`config.mk`:
```
export PLATFORM = sky130hd
export DESIGN_NAME = frame_number_periodic_start
export DESIGN_NICKNAME = d
export VERILOG_FILES = /design/src/frame_timing_pkg.sv /design/src/bit_tick_gen.sv /design/src/frame_number_periodic_start.sv
export SDC_FILE = /design/constraint.sdc
export NUM_CORES = 1
export LEC_CHECK = 0
export BUFFER_PORTS_ARGS = -buffer_cell sky130_fd_sc_hd__buf_2
export CAP_MARGIN = 15
export CORE_ASPECT_RATIO = 0.8
export CORE_UTILIZATION = 27
export DETAILED_ROUTE_END_ITERATION = 10
export PLACE_DENSITY_LB_ADDON = 0.25
export SETUP_SLACK_MARGIN = 0.5
export SYNTH_ARGS = -nofsm -noshare
export SYNTH_HDL_FRONTEND = slang
export SYNTH_SLANG_ARGS = --single-unit
```
`constraint.sdc`:
```
create_clock -name i_ref_clk -period 5.6 [get_ports i_ref_clk]
set_input_delay 0.84 -clock i_ref_clk [delete_from_list [all_inputs] [get_ports i_ref_clk]]
set_output_delay 0.84 -clock i_ref_clk [all_outputs]
set_load 0.03 [all_outputs]
```
`src/frame_timing_pkg.sv`:
```
// frame timing package: register map, field layout, reset values and timing constants
// assumes a single 250 MHz reference clock and a 12 Mbit/s full-speed bit time
package frame_timing_pkg;

  // ************************************************************
  // register map
  // ************************************************************
  localparam int          ADDR_W               = 8;
  localparam int          DATA_W               = 32;
  localparam logic [7:0]  FRAME_COUNT_OFS      = 8'h3C;
  localparam logic [7:0]  PERIODIC_BEGIN_OFS   = 8'h40;

  // ************************************************************
  // field layout and reset values
  // ************************************************************
  localparam int          FRAME_COUNT_W        = 16;
  localparam int          FRAME_LEFT_W         = 14;
  localparam int          THRESHOLD_W          = 14;
  localparam logic [15:0] FRAME_COUNT_RST      = 16'h0000;
  localparam logic [15:0] FRAME_COUNT_ONE      = 16'h0001;
  localparam logic [13:0] THRESHOLD_RST        = 14'h0000;
  localparam logic [13:0] FRAME_LEFT_RST       = 14'h0000;
  localparam logic [13:0] FRAME_LEFT_ONE       = 14'h0001;
  localparam logic [31:0] READ_NONE            = 32'h0000_0000;

  // ************************************************************
  // timing: bit time derived from the reference clock
  // ************************************************************
  localparam int          REF_CLK_MHZ          = 250;
  localparam int          BIT_RATE_MHZ         = 12;
  localparam int          PHASE_W              = 8;
  localparam logic [7:0]  PHASE_MOD            = 8'(REF_CLK_MHZ);
  localparam logic [7:0]  PHASE_STEP           = 8'(BIT_RATE_MHZ);

  // ************************************************************
  // frame start sequence states
  // ************************************************************
  typedef enum logic [1:0] {
    SEQ_IDLE,
    SEQ_WAIT_SOF,
    SEQ_WRITE
  } frame_seq_t;

endpackage

```
`src/bit_tick_gen.sv`:
```
// fractional divider giving one enable pulse per full-speed bit time
// assumes the step is below the modulus so at most one pulse per clock
`timescale 1ns/1ps
`default_nettype none
module bit_tick_gen #(
  parameter int          W    = 8,
  parameter logic [W-1:0] MOD = '0,
  parameter logic [W-1:0] STEP = '0
) (
  input  wire logic i_ref_clk,
  input  wire logic i_srst,
  output logic      o_tick
);

  logic [W-1:0] phase_ff;
  logic [W-1:0] nxt_phase;
  logic         tick_ff;
  logic         nxt_tick;
  logic [W:0]   sum;

  // phase accumulator, wraps at the modulus and flags a tick
  always_comb begin
    sum = {1'b0, phase_ff} + {1'b0, STEP};
    if (sum >= {1'b0, MOD}) begin
      nxt_phase = W'(sum - {1'b0, MOD});
      nxt_tick  = 1'b1;
    end else begin
      nxt_phase = sum[W-1:0];
      nxt_tick  = 1'b0;
    end
  end

  always_ff @(posedge i_ref_clk) begin
    if (i_srst) begin
      phase_ff <= '0;
      tick_ff  <= 1'b0;
    end else begin
      phase_ff <= nxt_phase;
      tick_ff  <= nxt_tick;
    end
  end

  assign o_tick = tick_ff;

endmodule
`default_nettype wire

```
`src/frame_number_periodic_start.sv`:
```
// frame number counter, frame-left down counter and periodic-start threshold
// assumes the frame length value and handshakes come from the rest of the controller
// Notes on behaviour
// - The frame count goes up by one when the frame-left counter reloads at a boundary, except in a cycle with a software write to it.
// - The frame count rolls over from its top value to zero.
// - The frame count goes up by one on entry into the running state.
// - At each boundary the new count is written to host memory after the start token and before the first descriptor fetch.
// - When that memory write completes the frame start flag is set.
// - The frame count register gives software a 16-bit timing reference.
// - Hardware reset clears the periodic-start threshold.
// - Reaching the threshold gives periodic work priority over control and bulk work.
// - A control or bulk transaction already running finishes before periodic work starts.
// - The frame-left counter counts down each bit time and reloads after zero, marking the boundary.
// - Entry into the running state reloads the frame-left counter from the frame length.
`timescale 1ns/1ps
`default_nettype none
module frame_number_periodic_start (
  input  wire logic        i_ref_clk,
  input  wire logic        i_srst,
  // register port
  input  wire logic        i_reg_wr,
  input  wire logic        i_reg_rd,
  input  wire logic [7:0]  i_reg_addr,
  input  wire logic [31:0] i_reg_wdata,
  output logic [31:0]      o_reg_rdata,
  output logic             o_reg_rvalid,
  // controller state and frame length
  input  wire logic        i_running_state,
  input  wire logic [13:0] i_frame_length_value,
  output logic [13:0]      o_frame_left_count,
  output logic             o_frame_boundary,
  // frame start sequence
  input  wire logic        i_sof_sent,
  output logic             o_hcca_wr_req,
  output logic [15:0]      o_hcca_wr_data,
  input  wire logic        i_hcca_wr_done,
  output logic             o_frame_start_flag_set,
  output logic             o_ed_fetch_ok,
  // list scheduling
  input  wire logic        i_async_busy,
  output logic             o_periodic_priority,
  output logic             o_periodic_list_go
);

  // ************************************************************
  // bit time enable
  // ************************************************************
  logic bit_tick;

  bit_tick_gen #(
    .W    (frame_timing_pkg::PHASE_W),
    .MOD  (frame_timing_pkg::PHASE_MOD),
    .STEP (frame_timing_pkg::PHASE_STEP)
  ) u_bit_tick (
    .i_ref_clk (i_ref_clk),
    .i_srst    (i_srst),
    .o_tick    (bit_tick)
  );

  // ************************************************************
  // state declarations
  // ************************************************************
  logic [15:0]                  frame_count_value_ff;
  logic [15:0]                  nxt_frame_count_value;
  logic [13:0]                  frame_left_count_ff;
  logic [13:0]                  nxt_frame_left_count;
  logic [13:0]                  threshold_ff;
  logic [13:0]                  nxt_threshold;
  logic                         running_ff;
  logic                         boundary_ff;
  logic                         nxt_boundary;
  logic                         prio_ff;
  logic                         nxt_prio;
  frame_timing_pkg::frame_seq_t seq_ff;
  frame_timing_pkg::frame_seq_t nxt_seq;
  logic [15:0]                  wr_data_ff;
  logic [15:0]                  nxt_wr_data;
  logic                         flag_ff;
  logic                         nxt_flag;
  logic [31:0]                  rdata_ff;
  logic [31:0]                  nxt_rdata;
  logic                         rvalid_ff;
  logic                         run_entry;
  logic                         reload;
  logic                         wr_count;
  logic                         wr_thresh;

  assign run_entry = i_running_state & ~running_ff;
  assign reload    = i_running_state & bit_tick & (frame_left_count_ff == '0);

  // address decode for writes
  always_comb begin
    wr_count  = 1'b0;
    wr_thresh = 1'b0;
    if (i_reg_wr && i_reg_addr == frame_timing_pkg::FRAME_COUNT_OFS) begin
      wr_count = 1'b1;
    end else if (i_reg_wr && i_reg_addr == frame_timing_pkg::PERIODIC_BEGIN_OFS) begin
      wr_thresh = 1'b1;
    end
  end

  // ************************************************************
  // frame-left counter and frame count
  // ************************************************************
  // count down per bit time, reload after zero or on entry to running
  always_comb begin
    nxt_frame_left_count = frame_left_count_ff;
    nxt_boundary         = 1'b0;
    if (run_entry) begin
      nxt_frame_left_count = i_frame_length_value;
    end else if (reload) begin
      nxt_frame_left_count = i_frame_length_value;
      nxt_boundary         = 1'b1;
    end else if (i_running_state && bit_tick) begin
      nxt_frame_left_count = frame_left_count_ff - frame_timing_pkg::FRAME_LEFT_ONE;
    end
  end

  // frame count: software write, else step on reload or on running entry
  always_comb begin
    nxt_frame_count_value = frame_count_value_ff;
    if (wr_count) begin
      nxt_frame_count_value = i_reg_wdata[15:0];
    end else if (reload || run_entry) begin
      // plain 16-bit add wraps from top value back to zero
      nxt_frame_count_value = frame_count_value_ff + frame_timing_pkg::FRAME_COUNT_ONE;
    end
  end

  // threshold register, reserved bits dropped
  always_comb begin
    nxt_threshold = threshold_ff;
    if (wr_thresh) begin
      nxt_threshold = i_reg_wdata[13:0];
    end
  end

  always_ff @(posedge i_ref_clk) begin
    if (i_srst) begin
      frame_left_count_ff  <= frame_timing_pkg::FRAME_LEFT_RST;
      frame_count_value_ff <= frame_timing_pkg::FRAME_COUNT_RST;
      threshold_ff         <= frame_timing_pkg::THRESHOLD_RST;
      running_ff           <= 1'b0;
      boundary_ff          <= 1'b0;
    end else begin
      frame_left_count_ff  <= nxt_frame_left_count;
      frame_count_value_ff <= nxt_frame_count_value;
      threshold_ff         <= nxt_threshold;
      running_ff           <= i_running_state;
      boundary_ff          <= nxt_boundary;
    end
  end

  // ************************************************************
  // periodic priority
  // ************************************************************
  // set at or below threshold, held until the next boundary or until the running state is left
  always_comb begin
    nxt_prio = prio_ff;
    if (!i_running_state || run_entry || reload) begin
      nxt_prio = 1'b0;
    end else if (frame_left_count_ff <= threshold_ff) begin
      nxt_prio = 1'b1;
    end
  end

  always_ff @(posedge i_ref_clk) begin
    if (i_srst) begin
      prio_ff <= 1'b0;
    end else begin
      prio_ff <= nxt_prio;
    end
  end

  // periodic list waits for the running control or bulk transaction
  assign o_periodic_list_go = prio_ff & ~i_async_busy;

  // ************************************************************
  // frame start sequence
  // ************************************************************
  // after the boundary: wait for start token, write count, then flag
  always_comb begin
    nxt_seq     = seq_ff;
    nxt_wr_data = wr_data_ff;
    nxt_flag    = 1'b0;
    case (seq_ff)
      frame_timing_pkg::SEQ_IDLE: begin
        if (boundary_ff) begin
          nxt_seq = frame_timing_pkg::SEQ_WAIT_SOF;
        end
      end
      frame_timing_pkg::SEQ_WAIT_SOF: begin
        if (i_sof_sent) begin
          nxt_seq     = frame_timing_pkg::SEQ_WRITE;
          nxt_wr_data = frame_count_value_ff;
        end
      end
      frame_timing_pkg::SEQ_WRITE: begin
        if (i_hcca_wr_done) begin
          nxt_seq  = frame_timing_pkg::SEQ_IDLE;
          nxt_flag = 1'b1;
        end
      end
      default: begin
        nxt_seq = frame_timing_pkg::SEQ_IDLE;
      end
    endcase
    if (boundary_ff && seq_ff != frame_timing_pkg::SEQ_IDLE) begin
      nxt_seq = frame_timing_pkg::SEQ_WAIT_SOF; // a late sequence restarts
    end
    if (!i_running_state) begin
      nxt_seq = frame_timing_pkg::SEQ_IDLE;
    end
  end

  always_ff @(posedge i_ref_clk) begin
    if (i_srst) begin
      seq_ff     <= frame_timing_pkg::SEQ_IDLE;
      wr_data_ff <= frame_timing_pkg::FRAME_COUNT_RST;
      flag_ff    <= 1'b0;
    end else begin
      seq_ff     <= nxt_seq;
      wr_data_ff <= nxt_wr_data;
      flag_ff    <= nxt_flag;
    end
  end

  // descriptor fetch held off until the count reaches host memory
  assign o_hcca_wr_req  = (seq_ff == frame_timing_pkg::SEQ_WRITE);
  assign o_ed_fetch_ok  = (seq_ff == frame_timing_pkg::SEQ_IDLE) & ~boundary_ff;

  // ************************************************************
  // register read port
  // ************************************************************
  // one-cycle read latency, reserved bits and unmapped offsets read zero
  // read data holds its last value between reads
  always_comb begin
    nxt_rdata = rdata_ff;
    if (i_reg_rd) begin
      if (i_reg_addr == frame_timing_pkg::FRAME_COUNT_OFS) begin
        nxt_rdata = {16'h0000, frame_count_value_ff};
      end else if (i_reg_addr == frame_timing_pkg::PERIODIC_BEGIN_OFS) begin
        nxt_rdata = {18'h00000, threshold_ff};
      end else begin
        nxt_rdata = frame_timing_pkg::READ_NONE;
      end
    end
  end

  always_ff @(posedge i_ref_clk) begin
    if (i_srst) begin
      rdata_ff  <= frame_timing_pkg::READ_NONE;
      rvalid_ff <= 1'b0;
    end else begin
      rdata_ff  <= nxt_rdata;
      rvalid_ff <= i_reg_rd;
    end
  end

  assign o_reg_rdata            = rdata_ff;
  assign o_reg_rvalid           = rvalid_ff;
  assign o_frame_left_count     = frame_left_count_ff;
  assign o_frame_boundary       = boundary_ff;
  assign o_hcca_wr_data         = wr_data_ff;
  assign o_frame_start_flag_set = flag_ff;
  assign o_periodic_priority    = prio_ff;

endmodule
`default_nettype wire

```
==> flow_metrics.tcl <==
set metrics [dict create \
    path_max_fanout 9 \
    cts.path.max_buffers 2 \
    clock_latency_ns 0.34 \
    final_cell_count_no_fill 892 \
    via_per_inst 5.090 \
    die_w_um 151.0 \
    clkTransAtPathRegs_ns 0.06 \
    ys.flop_type "dfxtp_1" \
    rsz0062_at_grt "no" \
    final_cell_mix "buf_2 (98), dfxtp_1 (91), nand2_1 (69)" \
    wire_per_inst_um 16.35 \
    yosys_warnings 0 \
    final.min_clock_period_ns 3.009 \
    synth.area.top_cells "dfxtp_1 (38%), ha_1 (5.7%), nand2_1 (5.4%)" \
    hold_class "flip-flop to flip-flop" \
    hpwl_mm 10.86 \
    cts_buffers 9 \
    core-area_um2 17380 \
    fp.dieH_um 121.2 \
    antenna_found_initial 0 \
    grt_pass1_wl_mm 22.19 \
    grt-ovfl-total 0 \
    ctsHoldBuffers 0 \
    ios 131 \
    end_kind "flip-flop" \
    drv_cap 0 \
    layout_commonest_cell "buf_2" \
    power_density_nw_per_um2 258.2 \
    synth_top_area_cell "dfxtp_1" \
    drive_gt1_share_pct 19.94 \
    synth_cells 583 \
    groute.usage.overall_pct 15.93 \
    finalSetupViolCount 0 \
    worst_pin_slew_ns 1.003 \
    rows 43 \
    numPortBuffers 98 \
    antenna_left 0 \
    synthArstFlopShare_pct 0 \
    cts_repair_resize_count 0 \
    ys_ff_latch 91 \
    place_inst 876 \
    htree_levels 3 \
    firstDrtPassIters 5 \
    num-nets-final 746 \
    vdd_ir_drop_max_uv 128.3 \
    finalHoldViolations 0 \
    fmax_mhz 332.3 \
    status "finished, final reports clean" \
    fin_setup_tns_ns 0 \
    finalCritPeriodShare_pct 53.74 \
    synth.distinct_cells 61 \
    yosysSeqAreaShare_pct 38.01 \
    cp.arrival_ns 3.22 \
    fillers 1869 \
    start_util_pct 27.58 \
    syn2layout_area_growth_pct 18.69 \
    drc 0 \
    root_buffer "clkbuf_16" \
    drtIter0Drc 295 \
    cts_tree "yes" \
    synthesis.area_um2 4793 \
    num_antenna_cells 0 \
    gp_congestion 0.8744 \
    route.vias.total 4540 \
    worst_setup_path_start_kind "flip-flop" \
    synth-edff-count 0 \
    drv_slew 0 \
    cts_sinks 91 \
    path_class "flip-flop to flip-flop" \
    totalWireLength_mm 14.59 \
    required_ns 5.81 \
    grt_max_degree 69 \
    total_power_mw 1.469 \
    postCtsSetupBuffers 0 \
    skew_ns 0.004913 \
    max_slew_margin_pct 33.00 \
    synth_area_per_cell_um2 8.222 \
    leakage_nw 2.113 \
    netlist.area_leader.share_pct 38.01 \
    grt_pass1_vias 4112 \
    die-area_um2 18290 \
]
final timing paths:
| kind | end | from | slack [ns] | cells past startpoint |
|---|---|---|---|---|
| hold reg to reg | o_hcca_wr_data[3] | o_hcca_wr_data[3] | 0.46 | 2 |
| hold / removal | o_hcca_wr_data[3] | o_hcca_wr_data[3] | 0.46 | 2 |
| setup / recovery | o_frame_left_count[9] | o_frame_left_count[0] | 2.59 | 7 |
| setup reg to reg | o_frame_left_count[9] | o_frame_left_count[0] | 2.59 | 7 |
cell type report:
cell class,count,area [um^2],share of cell area (%)
multi-input combinational,434,2698,47.42
sequential,91,1822,32.02
timing repair buffer,101,513.0,9.017
tap,225,281.5,4.948
clock buffer,12,256.5,4.508
inverter,25,93.84,1.649
clock inverter,4,25.02,0.4399
layer usage:
layer | part of all wire (%) | GRT usage [%]
met1 | 50 | 23.13
met2 | 42 | 22.68
met3 | 6.9 | 4.662
met4 | 1.3 | 3.875
met5 | 0 | 0
power by group:
group / switching, mW / internal [mW] / total, mW
logic: 0.134 / 0.0693 / 0.203
clock network: 0.248 / 0.324 / 0.572
registers: 0.0286 / 0.665 / 0.694
sequential cells by signal, summed over array words and instances, names as in the netlist:
signal / cells
running_ff: 1
o_frame_left_count: 14
u_bit_tick.phase_ff: 7
o_reg_rdata: 16
o_hcca_wr_data: 16
u_bit_tick.o_tick: 1
o_frame_start_flag_set: 1
frame_count_value_ff: 16
threshold_ff: 14
seq_ff: 2
o_reg_rvalid: 1
o_periodic_priority: 1
o_frame_boundary: 1
kinds of logic (layout without fill, tap and decap cells):
| group | Yosys count | in the layout | synth area share, % |
|---|---|---|---|
| and+or+nand+nor | 222 | 222 | 22.97 |
| adders and majority gates | 22 | 22 | 5.743 |
| AOI/OAI and AO/OA | 153 | 153 | 22.27 |
| other | 1 | 16 | 0.07823 |
| DFF | 91 | 91 | 38.01 |
| xor gates and xnor gates | 21 | 21 | 3.837 |
| buffers and inverters | 73 | 142 | 7.100 |
worst max-delay path, cell delays in order (launching register included):
cell,delay [ns]
dfxtp_1,0.38
inv_1,0.15
ha_1,0.16
or4b_2,0.65
nor4_2,0.72
nor2_1,0.36
a222oi_1,0.39
nor2_1,0.07
through the flow:
stage / util [%] / cell area (um^2) / hold slack (ns) / setup slack (ns)
3_5_place_dp: 31.12 / 5408 / 0.4486 / 2.589
4_1_cts: 32.74 / 5689 / 0.4576 / 2.569
5_1_grt: 32.74 / 5689 / 0.4836 / 2.385
2_1_floorplan: - / 4850 / 0.4446 / 2.844
6_report: 32.74 / 5689 / 0.4554 / 2.591
3_3_place_gp: 31.12 / 5408 / 0.4449 / 2.623
Yosys cell counts, types with 7 or more instances:
cell type and number:
nor3_1 17, ha_1 22, a22oi_1 15, a211oi_1 33, a31oi_1 7, inv_1 24, dfxtp_1 91, nand4_1 8
nor2_1 46, o21ai_0 8, nor2b_1 9, clkbuf_1 29, buf_4 17, a21oi_1 46, nand2_1 69, nand3_1 29
xnor2_1 19
Power figures use the tool's default switching activity.
